**config.mk**
```make
export PLATFORM = sky130hd
export DESIGN_NAME = dsc_glue
export DESIGN_NICKNAME = d
export VERILOG_FILES = /design/src/logic/dsc_pkg.sv /design/src/logic/dsc_glue.sv
export SDC_FILE = /design/constraint.sdc
export NUM_CORES = 1
export LEC_CHECK = 0
export ABC_AREA = 1
export BUFFER_PORTS_ARGS = -buffer_cell sky130_fd_sc_hd__buf_2
export CAP_MARGIN = 20
export CORE_UTILIZATION = 45
export DETAILED_ROUTE_END_ITERATION = 10
export PLACE_DENSITY = 0.82
export RECOVER_POWER = 50
export SLEW_MARGIN = 0
export SYNTH_ARGS = -nofsm -noshare
export SYNTH_HDL_FRONTEND = slang
export SYNTH_SLANG_ARGS = --single-unit
export TNS_END_PERCENT = 20
```
**constraint.sdc**
```tcl
create_clock -name sys_clk -period 2 [get_ports sys_clk]
set_clock_uncertainty 0.05 [all_clocks]
set_input_delay 0.4 -clock sys_clk [delete_from_list [all_inputs] [get_ports sys_clk]]
set_output_delay 0.4 -clock sys_clk [all_outputs]
set_load 0.05 [all_outputs]
```
**src/logic/dsc_pkg.sv**
```systemverilog
// Constants shared by the dual serial card glue logic.
package dsc_pkg;
  // Register byte offsets on the AHB-Lite bus.
  localparam logic [7:0] DSC_CTRL_OFS = 8'h00;
  localparam logic [7:0] DSC_ADDR_CFG_OFS = 8'h04;
  localparam logic [7:0] DSC_IRQ_CFG_OFS = 8'h08;
  localparam logic [7:0] DSC_CLK_CFG_OFS = 8'h0c;
  localparam logic [7:0] DSC_BASES_OFS = 8'h10;
  localparam logic [7:0] DSC_INFO_OFS = 8'h14;
  localparam logic [7:0] DSC_INT_STATUS_OFS = 8'h18;
  localparam logic [7:0] DSC_INT_ENABLE_OFS = 8'h1c;
  localparam logic [7:0] DSC_INT_CLEAR_OFS = 8'h20;
  // Field positions.
  localparam int DSC_CTRL_USE_STRAPS = 0;
  localparam int DSC_ADDR_P2EN = 4;
  localparam int DSC_IRQ_P2_LINE = 4;
  localparam int DSC_IRQ_P1_MODE = 8;
  localparam int DSC_IRQ_P2_MODE = 10;
  localparam int DSC_CLK_P2 = 2;
  localparam int DSC_INFO_DEPTH = 8;
  // Reset values: first port at 3F8 on line 4, second at 2F8 on line 3.
  localparam logic [3:0] DSC_ADDR_CODE_RST = 4'h1;
  localparam logic DSC_P2EN_RST = 1'h1;
  localparam logic [3:0] DSC_P1_LINE_RST = 4'h4;
  localparam logic [3:0] DSC_P2_LINE_RST = 4'h3;
  localparam logic [1:0] DSC_MODE_RST = 2'h0;
  localparam logic [1:0] DSC_PRESC_RST = 2'h0;
  // Switch code value that turns both decoders off.
  localparam logic [3:0] DSC_ADDR_CODE_OFF = 4'hf;
  // Interrupt line modes.
  localparam logic [1:0] DSC_MODE_NORMAL = 2'h0;
  localparam logic [1:0] DSC_MODE_SHARED = 2'h1;
  localparam logic [1:0] DSC_MODE_PULLDN = 2'h2;
  // Prescaler selections.
  localparam logic [1:0] DSC_PRESC_DIV4 = 2'h0;
  localparam logic [1:0] DSC_PRESC_DIV2 = 2'h1;
  localparam logic [1:0] DSC_PRESC_DIV1 = 2'h2;
  // Host interrupt lines that may be chosen.
  localparam logic [15:0] DSC_IRQ_LEGAL = 16'h9cbc;
  // Controller FIFO depth in bytes for each card variant.
  localparam logic [7:0] DSC_FIFO_DEPTH_SMALL = 8'h20;
  localparam logic [7:0] DSC_FIFO_DEPTH_LARGE = 8'h80;
  // Serial port window: eight locations, so three index bits.
  localparam int DSC_WIN_BITS = 3;
  localparam int DSC_NUM_EVENTS = 2;
endpackage : dsc_pkg

```
**src/logic/dsc_glue.sv**
```systemverilog
// Glue logic for a two-port serial adapter: decode, interrupt routing, prescalers.
// Behaviour
// - each enabled port answers eight consecutive host I/O addresses from its base.
// - four-position switch code selects both ports' base pair, e.g. 3F8 and 2F8.
// - extended pairs such as 3220/3228 exist; all-Off code disables both ports.
// - second port enabled with its enable strap fitted, disabled when removed.
// - with second port disabled, only the first port's address is decoded.
// - each port interrupt routes to lines 2-5,7,10,11,12,15 or to none.
// - reset defaults put port one at 3F8/line 4, port two at 2F8/line 3.
// - normal mode drives the port's own interrupt line exclusively, both levels.
// - shared mode lets several ports drive one line; a pull-down is needed.
// - each port has its own prescaler dividing the reference by 4, 2 or 1.
// - divide by 4 gives the conventional rates up to 115,200 bps.
// - divide by 2 doubles every rate, up to 230.4 Kbps.
// - divide by 1 quadruples every rate, up to 460.8 Kbps.
// - controller FIFOs are 32 bytes on one variant and 128 on the other.
//
// The AHB-Lite register port and the placing of the registers were decided locally.
`timescale 1ns/1ps
module dsc_glue
  import dsc_pkg::*;
#(
  parameter bit LARGE_FIFO = 1'b0
)
(
  // Clock and reset.
  input wire logic sys_clk,
  input wire logic rst_n,
  // AHB-Lite slave.
  input wire logic hsel,
  input wire logic [31:0] haddr,
  input wire logic [1:0] htrans,
  input wire logic hwrite,
  input wire logic [2:0] hsize,
  input wire logic [31:0] hwdata,
  input wire logic hready,
  output logic hreadyout,
  output logic hresp,
  output logic [31:0] hrdata,
  // Board straps and address switch.
  input wire logic [3:0] address_select_switch,
  input wire logic port2_enable_strap,
  input wire logic [3:0] port1_irq_route_strap,
  input wire logic [3:0] port2_irq_route_strap,
  input wire logic [3:0] irq_mode_strap,
  input wire logic [1:0] port1_prescale_strap,
  input wire logic [1:0] port2_prescale_strap,
  // Host I/O cycle.
  input wire logic [15:0] io_addr,
  input wire logic io_rd,
  input wire logic io_wr,
  // Serial controller side.
  output logic port1_cs,
  output logic port2_cs,
  output logic [2:0] port_reg_index,
  output logic port1_clk_tick,
  output logic port2_clk_tick,
  input wire logic port1_ctl_irq,
  input wire logic port2_ctl_irq,
  // Host interrupt request lines, tri-state style with pull-downs.
  output logic [15:0] host_irq_out,
  output logic [15:0] host_irq_oe,
  output logic [15:0] host_irq_pulldown,
  // Block interrupt.
  output logic irq
);

  typedef struct packed {
    logic use_straps;
    logic [3:0] addr_code;
    logic p2_en;
    logic [3:0] p1_line;
    logic [3:0] p2_line;
    logic [1:0] p1_mode;
    logic [1:0] p2_mode;
    logic [1:0] p1_presc;
    logic [1:0] p2_presc;
    logic [1:0] p1_cnt;
    logic [1:0] p2_cnt;
    logic p1_tick;
    logic p2_tick;
    logic p1_cs;
    logic p2_cs;
    logic [2:0] reg_index;
    logic [15:0] irq_out;
    logic [15:0] irq_oe;
    logic [15:0] irq_pd;
    logic [1:0] ctl_irq_prev;
    logic [1:0] int_status;
    logic [1:0] int_enable;
    logic irq;
    logic wr_pend;
    logic [7:0] wr_addr;
    logic [31:0] rdata;
    logic readyout;
  } dsc_state_s;

  dsc_state_s state_ff;
  dsc_state_s nxt_state;

  // Base pair for a switch code: {valid, first base, second base}.
  function automatic logic [32:0] dsc_base_pair(input logic [3:0] code);
    logic [32:0] pair;
    pair = 33'h0;
    unique case (code)
      4'h1: pair = {1'b1, 16'h03f8, 16'h02f8};
      4'h2: pair = {1'b1, 16'h03e8, 16'h02e8};
      4'h3: pair = {1'b1, 16'h02f8, 16'h02e8};
      4'h4: pair = {1'b1, 16'h02f8, 16'h03e8};
      4'h5: pair = {1'b1, 16'h3220, 16'h3228};
      4'h6: pair = {1'b1, 16'h4220, 16'h4228};
      4'h7: pair = {1'b1, 16'h5220, 16'h5228};
      4'h8: pair = {1'b1, 16'h5220, 16'h4220};
      4'h9: pair = {1'b1, 16'h0280, 16'h0290};
      4'ha: pair = {1'b1, 16'h0300, 16'h0308};
      4'hb: pair = {1'b1, 16'h0310, 16'h0318};
      4'hc: pair = {1'b1, 16'h0280, 16'h0288};
      4'hd: pair = {1'b1, 16'h0290, 16'h0298};
      4'he: pair = {1'b1, 16'h0300, 16'h0280};
      default: pair = 33'h0;
    endcase
    return pair;
  endfunction : dsc_base_pair

  // One-hot host line for a route code; illegal codes select no line.
  function automatic logic [15:0] dsc_line_hot(input logic [3:0] line);
    logic [15:0] hot;
    hot = 16'h0001 << line;
    return hot & DSC_IRQ_LEGAL;
  endfunction : dsc_line_hot

  // Last count of the prescaler counter for a selection.
  function automatic logic [1:0] dsc_div_last(input logic [1:0] presc);
    logic [1:0] last;
    unique case (presc)
      DSC_PRESC_DIV2: last = 2'h1;
      DSC_PRESC_DIV1: last = 2'h0;
      default: last = 2'h3;
    endcase
    return last;
  endfunction : dsc_div_last

  // Port drive onto its selected line for a given mode.
  function automatic logic [47:0] dsc_drive(input logic [15:0] hot, input logic [1:0] mode,
                                            input logic req);
    logic [15:0] o;
    logic [15:0] oe;
    logic [15:0] pd;
    o = 16'h0;
    oe = 16'h0;
    pd = 16'h0;
    if (mode == DSC_MODE_SHARED || mode == DSC_MODE_PULLDN)
    begin
      o = hot;
      oe = req ? hot : 16'h0;
      pd = (mode == DSC_MODE_PULLDN) ? hot : 16'h0;
    end
    else
    begin
      o = req ? hot : 16'h0;
      oe = hot;
    end
    return {o, oe, pd};
  endfunction : dsc_drive

  logic [3:0] eff_code;
  logic eff_p2_en;
  logic [3:0] eff_p1_line;
  logic [3:0] eff_p2_line;
  logic [1:0] eff_p1_mode;
  logic [1:0] eff_p2_mode;
  logic [1:0] eff_p1_presc;
  logic [1:0] eff_p2_presc;
  logic [32:0] pair;
  logic io_cycle;
  logic addr_phase;
  logic [47:0] drv1;
  logic [47:0] drv2;
  logic [1:0] events;
  logic [7:0] rd_ofs;

  always_comb
  begin
    nxt_state = state_ff;
    // Live straps take over from the registers when software asks for it.
    eff_code = state_ff.use_straps ? address_select_switch : state_ff.addr_code;
    eff_p2_en = state_ff.use_straps ? port2_enable_strap : state_ff.p2_en;
    eff_p1_line = state_ff.use_straps ? port1_irq_route_strap : state_ff.p1_line;
    eff_p2_line = state_ff.use_straps ? port2_irq_route_strap : state_ff.p2_line;
    eff_p1_mode = state_ff.use_straps ? irq_mode_strap[1:0] : state_ff.p1_mode;
    eff_p2_mode = state_ff.use_straps ? irq_mode_strap[3:2] : state_ff.p2_mode;
    eff_p1_presc = state_ff.use_straps ? port1_prescale_strap : state_ff.p1_presc;
    eff_p2_presc = state_ff.use_straps ? port2_prescale_strap : state_ff.p2_presc;

    pair = dsc_base_pair(eff_code);
    io_cycle = io_rd | io_wr;
    nxt_state.p1_cs = io_cycle && pair[32] &&
      (io_addr[15:DSC_WIN_BITS] == pair[31:16+DSC_WIN_BITS]);
    nxt_state.p2_cs = io_cycle && pair[32] && eff_p2_en &&
      (io_addr[15:DSC_WIN_BITS] == pair[15:DSC_WIN_BITS]);
    nxt_state.reg_index = io_addr[DSC_WIN_BITS-1:0];

    if (state_ff.p1_cnt >= dsc_div_last(eff_p1_presc))
    begin
      nxt_state.p1_cnt = 2'h0;
    end
    else
    begin
      nxt_state.p1_cnt = state_ff.p1_cnt + 2'h1;
    end
    if (state_ff.p2_cnt >= dsc_div_last(eff_p2_presc))
    begin
      nxt_state.p2_cnt = 2'h0;
    end
    else
    begin
      nxt_state.p2_cnt = state_ff.p2_cnt + 2'h1;
    end
    nxt_state.p1_tick = (state_ff.p1_cnt >= dsc_div_last(eff_p1_presc));
    nxt_state.p2_tick = (state_ff.p2_cnt >= dsc_div_last(eff_p2_presc));

    drv1 = dsc_drive(dsc_line_hot(eff_p1_line), eff_p1_mode, port1_ctl_irq);
    drv2 = dsc_drive(dsc_line_hot(eff_p2_line), eff_p2_mode, port2_ctl_irq);
    nxt_state.irq_out = drv1[47:32] | drv2[47:32];
    nxt_state.irq_oe = drv1[31:16] | drv2[31:16];
    nxt_state.irq_pd = drv1[15:0] | drv2[15:0];

    // Service requests from the controllers are the block's events.
    events = {port2_ctl_irq & ~state_ff.ctl_irq_prev[1],
              port1_ctl_irq & ~state_ff.ctl_irq_prev[0]};
    nxt_state.ctl_irq_prev = {port2_ctl_irq, port1_ctl_irq};

    // AHB-Lite: zero wait states, always OKAY; reads are prepared in the address phase.
    addr_phase = hsel && htrans[1] && hready;
    rd_ofs = haddr[7:0];
    nxt_state.readyout = 1'b1;
    nxt_state.wr_pend = addr_phase && hwrite;
    nxt_state.wr_addr = haddr[7:0];
    if (addr_phase && !hwrite)
    begin
      unique case (rd_ofs)
        DSC_CTRL_OFS: nxt_state.rdata = {31'h0, state_ff.use_straps};
        DSC_ADDR_CFG_OFS: nxt_state.rdata = {27'h0, state_ff.p2_en, state_ff.addr_code};
        DSC_IRQ_CFG_OFS: nxt_state.rdata = {20'h0, state_ff.p2_mode, state_ff.p1_mode,
                                            state_ff.p2_line, state_ff.p1_line};
        DSC_CLK_CFG_OFS: nxt_state.rdata = {28'h0, state_ff.p2_presc, state_ff.p1_presc};
        DSC_BASES_OFS: nxt_state.rdata = pair[31:0];
        DSC_INFO_OFS: nxt_state.rdata = {16'h0,
          (LARGE_FIFO ? DSC_FIFO_DEPTH_LARGE : DSC_FIFO_DEPTH_SMALL),
          5'h0, eff_p2_en, port2_ctl_irq, port1_ctl_irq};
        DSC_INT_STATUS_OFS: nxt_state.rdata = {30'h0, state_ff.int_status};
        DSC_INT_ENABLE_OFS: nxt_state.rdata = {30'h0, state_ff.int_enable};
        default: nxt_state.rdata = 32'h0;
      endcase
    end
    else
    begin
      nxt_state.rdata = 32'h0;
    end

    if (state_ff.wr_pend)
    begin
      unique case (state_ff.wr_addr)
        DSC_CTRL_OFS: nxt_state.use_straps = hwdata[DSC_CTRL_USE_STRAPS];
        DSC_ADDR_CFG_OFS:
        begin
          nxt_state.addr_code = hwdata[3:0];
          nxt_state.p2_en = hwdata[DSC_ADDR_P2EN];
        end
        DSC_IRQ_CFG_OFS:
        begin
          nxt_state.p1_line = hwdata[3:0];
          nxt_state.p2_line = hwdata[DSC_IRQ_P2_LINE +: 4];
          nxt_state.p1_mode = hwdata[DSC_IRQ_P1_MODE +: 2];
          nxt_state.p2_mode = hwdata[DSC_IRQ_P2_MODE +: 2];
        end
        DSC_CLK_CFG_OFS:
        begin
          nxt_state.p1_presc = hwdata[1:0];
          nxt_state.p2_presc = hwdata[DSC_CLK_P2 +: 2];
        end
        DSC_INT_ENABLE_OFS: nxt_state.int_enable = hwdata[DSC_NUM_EVENTS-1:0];
        DSC_INT_CLEAR_OFS:
          nxt_state.int_status = state_ff.int_status & ~hwdata[DSC_NUM_EVENTS-1:0];
        default: nxt_state.int_status = state_ff.int_status;
      endcase
    end
    // A new event wins over a clear in the same cycle.
    nxt_state.int_status = nxt_state.int_status | events;
    nxt_state.irq = |(state_ff.int_status & state_ff.int_enable);
  end

  always_ff @(posedge sys_clk)
  begin
    if (!rst_n)
    begin
      state_ff <= '0;
      state_ff.addr_code <= DSC_ADDR_CODE_RST;
      state_ff.p2_en <= DSC_P2EN_RST;
      state_ff.p1_line <= DSC_P1_LINE_RST;
      state_ff.p2_line <= DSC_P2_LINE_RST;
      state_ff.p1_mode <= DSC_MODE_RST;
      state_ff.p2_mode <= DSC_MODE_RST;
      state_ff.p1_presc <= DSC_PRESC_RST;
      state_ff.p2_presc <= DSC_PRESC_RST;
      state_ff.readyout <= 1'b1;
    end
    else
    begin
      state_ff <= nxt_state;
    end
  end

  assign hreadyout = state_ff.readyout;
  assign hresp = 1'b0;
  assign hrdata = state_ff.rdata;
  assign port1_cs = state_ff.p1_cs;
  assign port2_cs = state_ff.p2_cs;
  assign port_reg_index = state_ff.reg_index;
  assign port1_clk_tick = state_ff.p1_tick;
  assign port2_clk_tick = state_ff.p2_tick;
  assign host_irq_out = state_ff.irq_out;
  assign host_irq_oe = state_ff.irq_oe;
  assign host_irq_pulldown = state_ff.irq_pd;
  assign irq = state_ff.irq;

endmodule : dsc_glue

```
* Word-level counts from Yosys, hierarchy flattened
Memory sizes are Yosys's and may differ from the RTL's.
Cells that the tools add are included.
** Storage, ports and cells
- Register bits :: 130
- Memory bits (read-only) :: 336
- Output and inout bits :: 90
- Memories :: 1
** Cells by class
- Order comparisons :: 2
- Equality and inequality tests :: 22
- Add/subtract/negate cells :: 2
- Reduce and logical (&&, ||, !) cells :: 22
- Bitwise gates (word level) :: 13
- Muxes and demuxes :: 24
- Shift-type cells :: 2
** Memories
- (name not given) :: depth 16, width 21, read ports 1, clocked after memory_dff 0, wr ports 0, RTL line dsc_glue.sv:105 : unique case (code)
** Operators by type and width (number)
- $pmux W32 S8 :: 1
- $mux W16 :: 10
- $or A16 B16 Y16 :: 3
- $eq A8 B5 Y1 const B :: 5
- $eq A8 B4 Y1 const B :: 4
- $shl A1 B4 Y16 const A :: 2
- $eq A13 B13 Y1 :: 2
- $eq A8 B3 Y1 const B :: 2
- $logic_not A8 Y1 :: 2
- $mux W4 :: 4
- $mux W2 :: 6
- $reduce_and A2 Y1 :: 6
- $eq A2 B1 Y1 const B :: 4
- $eq A2 B2 Y1 const B :: 4
- $eq A8 B6 Y1 const B :: 1
- $logic_and A1 B1 Y1 :: 8
- $pmux W2 S2 :: 2
- $reduce_or A2 Y1 :: 3
- $add A2 B1 Y2 const B :: 2
- $and A2 B2 Y2 :: 2
- $ge A2 B2 Y1 :: 2
- $not A1 Y1 :: 3
- $and A1 B1 Y1 :: 2
- $logic_or A1 B1 Y1 :: 2
- 5 further kinds :: 5

* Depth between registers and ports, before layout
Gate-level depths: netlist of run 1.
- Word-level depth :: 5
- Mapped depth :: 16

* Least setup slack after synthesis of run 1
OpenSTA, ideal clock, no wires.
- Path type :: register to register
- Start point :: reg state_ff[129] (netlist bit)
- End point :: reg state_ff, in the netlist port1_clk_tick
- Path slack :: -0.110 ns
- Path buffers :: 3
- Arrival time :: 1.952 ns
- Required time :: 1.842 ns
- Stages on the path, launching flop included :: 13
- Setup time :: 0.108 ns
- Cell sequence :: dfxtp_1 buf_6 buf_6 buf_2 mux2i_1 ha_1 inv_1 ha_1 inv_1 nor2_1 a211oi_1 or2_2 inv_1
** On the way
- Cells in the longest elaborated chain, start to end :: 4
- Elaborated cells on any way between the ends :: 5
- Those cells by class :: order compare: 1; eq/ne: 2; mux: 2
** RTL lines
- start: declaration :: RTL line dsc_glue.sv:98 : dsc_state_s state_ff;
- start signal: assignment :: RTL line dsc_glue.sv:310 : state_ff <= nxt_state;
- $mux W2 * :: RTL line dsc_glue.sv:192 : eff_p1_presc = state_ff.use_straps ? port1_prescale_strap : state_ff.p1_presc;
- $eq A2 B2 Y1 or $eq A2 B1 Y1 (tied branches) :: RTL line dsc_glue.sv:135 : unique case (presc)
- $pmux W2 S2 * :: RTL line dsc_glue.sv:135
- $ge A2 B2 Y1 * :: RTL line dsc_glue.sv:219 : nxt_state.p1_tick = (state_ff.p1_cnt >= dsc_div_last(eff_p1_presc));
Mark *: on every way between the ends. The rest lies on a longest branch, timed or not.
A chain may end at the register's enable or synchronous reset.

* Final worst setup path of run 1
- Start point :: reg state_ff[129] (netlist bit)
- End point :: reg state_ff, in the netlist host_irq_oe[11]
** On the way
- Cells in the longest elaborated chain, start to end :: 5
- Elaborated cells on any way between the ends :: 17
- Those cells by class :: eq/ne: 4; shift: 2; mux: 8; bitwise: 1; reduce/logical: 2
** RTL lines
- $mux W4 (tied with other cells) :: RTL line dsc_glue.sv:188 : eff_p1_line = state_ff.use_straps ? port1_irq_route_strap : state_ff.p1_line;
- $shl A1 B4 Y16 (tied with other cells) :: RTL line dsc_glue.sv:128 : hot = 16'h0001 << line;
- $mux W16 or $logic_or A1 B1 Y1 (tied branches) :: RTL line dsc_glue.sv:155, dsc_glue.sv:152
- $mux W16 :: RTL line dsc_glue.sv:152 : if (mode == DSC_MODE_SHARED || mode == DSC_MODE_PULLDN)
- $or A16 B16 Y16 * :: RTL line dsc_glue.sv:225 : nxt_state.irq_oe = drv1[31:16] | drv2[31:16];
Marked as above.

==> results.txt, run 1 <==
- Residual DRC count: 9
* Worst-path maximum fanout: 9
- For this run, asynchronously set or reset flops after synthesis account for 0%.
- The worst hold path belongs to the class in2reg.
- Summing every instance area after synthesis gives 5480 um^2.
- Number of buffers created by CTS: 9
* Share of the synthesized area in compound gates (AO/OA/AOI/OAI): 11.1%
- Clock sink count: 99
- The most used flip-flop cell after synthesis is sky130_fd_sc_hd__dfxtp_1.
* Time the worst path needs with I/O delays and setup: 1.89 ns
* Pin count of the biggest net entering global routing: 30
- Std-Cell Rows: 39
* DPL Wire Length: 10100 um
* Actual transition at the worst max-transition pin: 0.632 ns
* Number of flops mapped to enable cells by yosys: 0
- Global-route total usage across every layer: 21.0%
* Critical Path AT: 2.05 ns
- The startpoint identified for the worst register-to-register timing path is state_ff[129].
* First-pass GRT wire length: 20700 um
* Cell-internal power: 3080 uW
- The worst setup path is captured at a flop.
* Peak clock frequency supported by timing: 0.528 GHz
- During placement, the flow inserted port buffers numbering 126.
- Setup violations remaining at the end of the flow were counted as 0.
- The die is 112 um wide.
- Std-Cell Core Area: 11700 um^2
- The checks that failed: DRC.
- Initial antenna violation count: 0
- TritonCTS clock tree: yes
- Summed over all cells, the static leakage comes to 0.00287 uW.
* Antenna Nets Post-Route: 0
* Routed wire length: 13000 um
- After detailed routing, the average wire length per cell comes to 13.0 um.
- In this run the most critical hold path is launched from io_addr[1].
* Sequential Power Share: 48.7%
- Power per unit of standard cell area: 684 nW/um^2
- CTS H-tree depth: 3
- The final layout contains 978 nets.
- Leading cell types in the layout, fill and taps excluded: sky130_fd_sc_hd__nand2_1, sky130_fd_sc_hd__dfxtp_1, sky130_fd_sc_hd__inv_1
- Yosys top cell by area: sky130_fd_sc_hd__dfxtp_1
* Data required time of the critical path: 2.15 ns
* Number of buffers on the longest clock path: 2
- After synthesis, the largest area contributor takes up 36.2% of total cell area.
- The worst register-to-register path ends at host_irq_oe[11].
* Switch share: 26.9%
* GR Overflow Total: 0
- Setup slack closes at 0.107 ns.
- Of the total power, the clock network draws 39.5%.
* Leading cell type in the layout, fill and taps excluded: sky130_fd_sc_hd__nand2_1
- Number of global-route vias before repair: 4405
* Pins Over Slew Limit: 0
- Flop-to-flop setup slack: 0.11 ns
- Number of warning messages in the yosys log: 0
* Post-synthesis instance total: 759
* Initial cell density of the core: 47.0%
- Portion of the clock cycle consumed by the worst path in the final layout: 94.6%
- Mean area per synthesized cell: 7.22 um^2
* Final weighted congestion of routability-driven global placement: 0.898
- Initial DRT Pass Iterations: 8
- Count of boundary I/O pins: 205
- Post-Place Setup Slack: 0.0210 ns
- In this run, post-CTS hold repair placed 0 buffers.
- Adder and majority cell fraction of the synthesized area: 3.43%
- Clock Tree Root: sky130_fd_sc_hd__clkbuf_16
* Minimum hold slack: 0.180 ns
* Worst slew margin relative to its limit: 58.1%
- In the final layout, the share of cells above drive strength 1 is 20.8%.
- The worst setup path is of the reg2reg kind.
- The worst setup path is launched from a flop.
- Path depth of the worst reg2reg path: 7
- In this run the vertical extent of the chip is 112 um.
* Post-layout power: 4210 uW
- The repair_antennas step left the layout with diodes totalling 0.
- Fraction of the yosys area taken by sequential cells: 36.2%
* Routed vias: 4855
- Final Hold Fails: 0
* Signed area change from the synthesized netlist to the final layout: 12.3%
- Share of synthesized area spent on multiplexers: 0.365%
- The worst-case IR drop observed on VDD is 0.674 mV.
* Worst Hold Path Cells: 3
- Combinational power share: 11.9%
- Biggest area contributors in the synthesized netlist: sky130_fd_sc_hd__dfxtp_1, sky130_fd_sc_hd__buf_4, sky130_fd_sc_hd__nand2_1
- The die covers 12600 um^2.
* Cell variety after synth: 42
* Total of max-cap violations: 0
* Fraction of the mapped netlist area in simple logic gates: 28.6%
* End point of the most critical hold path: port_reg_index[1]
- Status: finished with violations
- Clock-pin slew was measured on the worst setup and hold paths at 0.07 ns.
* Switching Power: 1130 uW
- Largest family of logic cells by synthesized area: simple AND/OR/NAND/NOR gates
* Vias per cell: 4.87
* Clock latency at the later pin of the worst-skew pair: 0.35 ns
- The synthesized design contains 99 register bits.
- Synthesized-area fraction occupied by xor and xnor cells: 0.320%
* Starting DRC count in detailed routing: 355
## final cells by class
class	count	area, um^2
clock buffers	11	253
clock inverters	5	36.3
fillers	1145	5510
inverters	86	325
multi-input cells	496	2610
flip-flops and latches	99	1990
well taps	143	179
repair buffers	156	766
## cell families (layout without fill, tap and decap cells)
kind of cell,Yosys count,count (layout)
DFF,99,99
muxes,2,2
xor gates and xnor gates,2,2
adders and majority gates,15,15
buffers and inverters,192,258
other,2,30
and+or+nand+nor,340,340
AOI/OAI and AO/OA,107,107
## worst max-delay path, stage by stage (launching register included)
cell and delay [ns]:
sky130_fd_sc_hd__dfxtp_4 0.39, sky130_fd_sc_hd__buf_4 0.14, sky130_fd_sc_hd__buf_4 0.14, sky130_fd_sc_hd__o21ai_1 0.18, sky130_fd_sc_hd__ha_1 0.29, sky130_fd_sc_hd__or2_2 0.39, sky130_fd_sc_hd__nand2_1 0.10, sky130_fd_sc_hd__a21oi_1 0.08
## repair_timing
action	in CTS	in global routing
gates resized for setup	1	19
buffers inserted	0	2
pin swaps	0	3
setup endpoints to repair	1	10
## per-stage QoR
stage                     setup TNS, ns  instances  cell area [um^2]  utilization (%)
final                                 0        996              6150             52.8
after global routing            -0.0140        996              6150             52.8
after CTS                             0        994              6170             52.9
after detailed placement              0        978              5880             50.4
after global placement                0        978              5880             50.4
after floorplan                -0.00255        787              5630                -
## cell usage after synthesis (3+ instances only)
| cell | n |
|---|---|
| sky130_fd_sc_hd__or2_1 | 3 |
| sky130_fd_sc_hd__nor2_1 | 63 |
| sky130_fd_sc_hd__or2_0 | 4 |
| sky130_fd_sc_hd__nor3_2 | 6 |
| sky130_fd_sc_hd__nand2_2 | 13 |
| sky130_fd_sc_hd__o21ai_2 | 5 |
| sky130_fd_sc_hd__nand4_1 | 5 |
| sky130_fd_sc_hd__o21ai_1 | 5 |
| sky130_fd_sc_hd__ha_1 | 15 |
| sky130_fd_sc_hd__o21ai_0 | 28 |
| sky130_fd_sc_hd__or2_2 | 5 |
| sky130_fd_sc_hd__dfxtp_1 | 99 |
| sky130_fd_sc_hd__nand3_1 | 47 |
| sky130_fd_sc_hd__a21oi_1 | 51 |
| sky130_fd_sc_hd__nor3_1 | 5 |
| sky130_fd_sc_hd__o211ai_1 | 6 |
| sky130_fd_sc_hd__nand3_2 | 6 |
| sky130_fd_sc_hd__a211oi_1 | 3 |
| sky130_fd_sc_hd__buf_6 | 6 |
| sky130_fd_sc_hd__buf_2 | 6 |
| sky130_fd_sc_hd__nand2_1 | 167 |
| sky130_fd_sc_hd__inv_1 | 81 |
| sky130_fd_sc_hd__o22ai_1 | 5 |
| sky130_fd_sc_hd__buf_1 | 3 |
| sky130_fd_sc_hd__buf_4 | 85 |
| sky130_fd_sc_hd__inv_2 | 5 |
| sky130_fd_sc_hd__clkbuf_1 | 6 |
| sky130_fd_sc_hd__nor2_2 | 3 |
| sky130_fd_sc_hd__nand3b_1 | 6 |
## sequential cells by signal, indices dropped and copies added, names as in the netlist, 3 cells and up
name,cells
host_irq_pulldown,9
port_reg_index,3
host_irq_out,9
host_irq_oe,9
hrdata,23
state_ff,41
## power by group through the flow
stage	clock network (uW)	logic (uW)	registers (uW)
after floorplan	0	406	2110
after global placement	0	493	2090
after detailed placement	0	502	2090
after CTS	1710	504	2050
after global routing	1800	543	2050
final	1660	500	2050
## layer usage
metal | routed length, um | vias to the layer above | GRT usage (%)
li1 | - | 2470 | -
met1 | 5610 | 2187 | 26.4
met2 | 6070 | 174 | 34.5
met3 | 988 | 24 | 6.05
met4 | 296 | 0 | 7.29
met5 | 0 | - | 0
## worst max-delay path by stage
stage	start	to	slack [ns]	cells past startpoint
final	state_ff[129]	host_irq_oe[11]	0.11	7
after global routing	state_ff[129]	port2_cs	-0.01	14
after CTS	state_ff[129]	port2_cs	0.05	14
after detailed placement	state_ff[129]	port2_clk_tick	0.02	10
after global placement	state_ff[129]	port2_cs	0.07	13
after floorplan	state_ff[129]	port1_clk_tick	-0.001	12
Power figures use the tool's default switching activity.
==> inputs of run 2 (changes only) <==
--- a/config.mk
+++ b/config.mk
@@ -5,13 +5,13 @@
 export SDC_FILE = /design/constraint.sdc
 export NUM_CORES = 1
 export LEC_CHECK = 0
-export ABC_AREA = 1
 export BUFFER_PORTS_ARGS = -buffer_cell sky130_fd_sc_hd__buf_2
 export CAP_MARGIN = 20
+export CORE_MARGIN = 3
 export CORE_UTILIZATION = 45
 export DETAILED_ROUTE_END_ITERATION = 10
 export PLACE_DENSITY = 0.82
-export RECOVER_POWER = 50
+export RECOVER_POWER = 100
 export SLEW_MARGIN = 0
 export SYNTH_ARGS = -nofsm -noshare
 export SYNTH_HDL_FRONTEND = slang
==> run 2 against run 1 <==
Net effect:
- the run ends with setup timing left
- wire length increased by 3.9%
- first-iteration DRC count rose by 4.8%
- via count fell by 4.3%
- clock power rose by 4%
- critical endpoint is now port1_cs
==> results.txt, run 2 <==
- The total core area came to 11700 um^2 (+0.42%).
- Pins Over Slew Limit: 0 (unchanged)
* Primary flip-flop cell chosen by synthesis mapping: sky130_fd_sc_hd__dfxtp_1
- The count of different cell masters after synthesis came to 59 (+40%).
* Std-Cell Rows: 39 (unchanged)
* Fraction of the yosys area taken by sequential cells: 35.7% (-0.47 points)
- The hold violation count in the final report was 0 (unchanged).
- Met1 wire length: 5900 um (+5.2%)
- Antenna Nets Post-Route: 0 (unchanged)
- The required time of the critical path is 2.19 ns (+0.04 ns).
- The remaining global-route overflow was 0 (unchanged).
- Pin count of the biggest net entering global routing: 49 (+63%)
- The leakage component of the power was 0.00282 uW (-1.6%).
* Met3 Routed Length: 990 um (+0.20%)
* Initial DRT Pass Iterations: 5 (-3)
* List of cells traversed by the critical path: mux2i_4 > inv_2 > ha_4 > mux2_4 > o31ai_4 > a21o_1 > o2111ai_1 > nor4_1
- Setup repair after global routing could not meet its margin everywhere.
- DPL Wire Length: 10500 um (+3.6%)
- Global-route total usage across every layer: 19.8% (-1.2 points)
- The area growth from synthesis to layout is 20.4%.
- The violation count after the first detailed-route iteration came to 372 (+4.8%).
* Number of buffers on the longest clock path: 2 (unchanged)
- TritonCTS clock tree: yes
* Leading cell type in the layout, fill and taps excluded: sky130_fd_sc_hd__dfxtp_1
* Count of hold buffers inserted by post-cts repair: 0 (unchanged)
- The maximum frequency from static timing analysis is 0.453 GHz (-14%).
- The design area is 6690 um^2 (+8.6%).
* Port Buffer Count: 126 (unchanged)
- The setup slack of the critical path after layout came to -0.207 ns (-0.315 ns).
- The number of global-route vias before repair came to 4402 (-0.068%).
- Portion of the clock cycle consumed by the worst path in the final layout: 110% (+16 points)
* Highest metal layer used by the detailed router: met4
* Initial cell density of the core: 47.4% (+0.42 points)
- CTS H-tree depth: 3 (unchanged)
* Post-Place Setup Slack: -0.290 ns (-0.311 ns)
* Initial antenna violation count: 0 (unchanged)
- Post-layout power: 4260 uW (+1.3%)
- The first-pass GRT wire length is 21300 um (+2.6%).
* Total instance count after detailed placement: 885 (-9.5%)
* Status: finished with violations
- The number of buffers created by CTS came to 9 (unchanged).
- Residual DRC count: 0 (-9)
- Layout Nets: 885 (-9.5%)
* Largest Register: state_ff
- The post-detailed-routing wire length came to 13500 um (+3.9%).
* Yosys top cell by area: sky130_fd_sc_hd__dfxtp_1
* Critical Setup Path Class: reg2reg
* Synth top area share: 35.7% (-0.47 points)
- The final core area utilization came to 57.1% (+4.3 points).
* Routed vias: 4646 (-4.3%)
- Clock sink count: 99 (unchanged)
- Fraction of registers with async set/reset: 0% (unchanged)
- Max FFs per register: 41 (unchanged)
- The number of I/O pins came to 205 (unchanged).
- Detailed route wirelength on metal2: 6220 um (+2.6%)
* Antenna diodes: 0 (unchanged)
* Final weighted congestion of routability-driven global placement: 0.956 (+6.4%)
- Among all cell types in the netlist, the one instantiated most often is sky130_fd_sc_hd__dfxtp_1.
* Cell types with the highest counts after synthesis: sky130_fd_sc_hd__dfxtp_1, sky130_fd_sc_hd__buf_4, sky130_fd_sc_hd__nor2b_1, sky130_fd_sc_hd__nand2_1, sky130_fd_sc_hd__nor2_1
* Die area: 13700 um^2 (+8.6%)
* Cell area after synthesis: 5550 um^2 (+1.3%)
- Capturing element type of the critical path: flop
- Slowest stage cell, crit path: sky130_fd_sc_hd__dfxtp_4
- Power per unit of standard cell area: 638 nW/um^2 (-6.8%)
- Clock transition at the registers of the reported paths: 0.07 ns (about the same)
- The delay of the slowest cell on the worst path came to 0.41 ns (+0.02 ns).
- Fraction of layout instances using a drive strength above 1: 26.7% (+6.0 points)
- Clock Tree Root: sky130_fd_sc_hd__clkbuf_16
- Number of warning messages in the yosys log: 0 (unchanged)
* Post-synthesis instance total: 637 (-16%)
- Worst-path maximum fanout: 4 (-5)
- The count of placed standard cells in the final layout, fillers left out was 902 (-9.4%).
* Startpoint class of the critical path: flop
* Worst slew margin relative to its limit: 38.3% (-20 points)
- The width of the chip came to 117 um (+4.2%).
* Instance area after placement: 6340 um^2 (+7.9%)
* Leading cell types in the layout, fill and taps excluded: sky130_fd_sc_hd__dfxtp_1, sky130_fd_sc_hd__clkbuf_1, sky130_fd_sc_hd__buf_2
* Mean area per synthesized cell: 8.72 um^2 (+21%)
- Final setup fails: 10 (+10)
- The insertion delay to the later sink of the worst-skew pair came to 0.35 ns (about the same).
* Vias per cell: 5.15 (+5.7%)
- Violations in the final reports: setup timing
* Average wire length per cell after detail routing: 14.9 um (+15%)
- Yosys attributes the largest share of cell area to sky130_fd_sc_hd__dfxtp_1, sky130_fd_sc_hd__buf_4, sky130_fd_sc_hd__mux2i_1.
- Number of flops mapped to enable cells by yosys: 0 (unchanged)
- The flip-flop and latch count after synthesis was 99 (unchanged).
- The height of the chip came to 117 um (+4.2%).
* Total of max-cap violations: 0 (unchanged)
- The post-route minimum period came to 2.21 ns (+0.315 ns).
- The tightest min-delay check is of the in2reg type.
- Actual transition at the worst max-transition pin: 0.925 ns (+0.293 ns)
- The worst vdd rail ir drop came to 0.371 mV (-45%).
- Critical Path AT: 2.40 ns (+0.35 ns)
-- run 2: cell count changes in the layout (fill, tap and decap cells not counted), moves of 25 or more --
| cell | change |
|---|---|
| sky130_fd_sc_hd__inv_1 | -58 |
| sky130_fd_sc_hd__nand2_1 | -122 |
| sky130_fd_sc_hd__nand3_1 | -33 |
| sky130_fd_sc_hd__mux2i_1 | +30 |
| sky130_fd_sc_hd__nor2b_1 | +49 |
| sky130_fd_sc_hd__a21oi_1 | -38 |
| sky130_fd_sc_hd__buf_4 | +25 |
-- run 2: through the flow --
step	hold WS, ns	TNS [ns]
6_report	0.209	-0.516
4_1_cts	0.200	-1.29
3_5_place_dp	0.397	-9.68
5_1_grt	0.215	-3.48
2_1_floorplan	0.360	-4.19
3_3_place_gp	0.370	-7.57
-- run 2: layout make-up --
| type | instances | area (um^2) |
|---|---|---|
| Timing Repair Buffer | 188 | 1040 |
| Tap cell | 143 | 179 |
| Clock buffer | 11 | 243 |
| Multi-Input combinational cell | 430 | 3090 |
| Clock inverter | 4 | 51.3 |
| Inverter | 27 | 101 |
| Fill cell | 1104 | 5020 |
| Sequential cell | 99 | 1990 |
-- run 2: critical path, delay by kind of cell, from the launching register on --
kind | cells | cell delay [ns]
DFF | 1 | 0.41
AOI/OAI and AO/OA | 3 | 0.45
and+or+nand+nor | 1 | 0.34
muxes | 2 | 0.58
buffers and inverters | 1 | 0.09
adders and majority gates | 1 | 0.18
-- run 2: power breakdown --
| part | total (uW) | switching, uW | internal (uW) |
|---|---|---|---|
| Combinational | 505 | 333 | 171 |
| Sequential | 2040 | 26.8 | 2010 |
| Clock | 1720 | 726 | 996 |
-- run 2: kinds of logic (layout without fill, tap and decap cells) --
family	count (synthesis)	in the layout	synth area share [%]
AND/OR/NAND/NOR	220	220	21.5
other	2	30	0.135
AO/OA/AOI/OAI	102	102	12.2
XOR/XNOR	13	13	2.05
adder cells (fa/ha/maj)	15	15	3.38
flip-flops	99	99	35.7
buffers and inverters	136	230	15.3
multiplexers	50	50	9.69
-- run 2: layer usage --
metal  global-route usage (%)  vias to the layer above
met5                        0                        -
met4                     8.87                        0
met3                     2.98                       24
met2                     32.7                      197
met1                     25.5                     2127
li1                         -                     2298
-- run 2: what timing repair did --
item                                    CTS  global route
gates resized for setup                  20            19
buffers inserted                          1             1
endpoints found under the setup margin   41            45
pin swaps                                 3             6
-- run 2: final timing paths --
path / from / to / slack, ns / cells past startpoint
setup / recovery: state_ff[129] / port1_cs / -0.21 / 8
hold / removal: io_addr[2] / port_reg_index[2] / 0.21 / 2
setup reg to reg: state_ff[129] / port1_cs / -0.21 / 8
hold reg to reg: state_ff[104] / state_ff[104] / 0.41 / 1
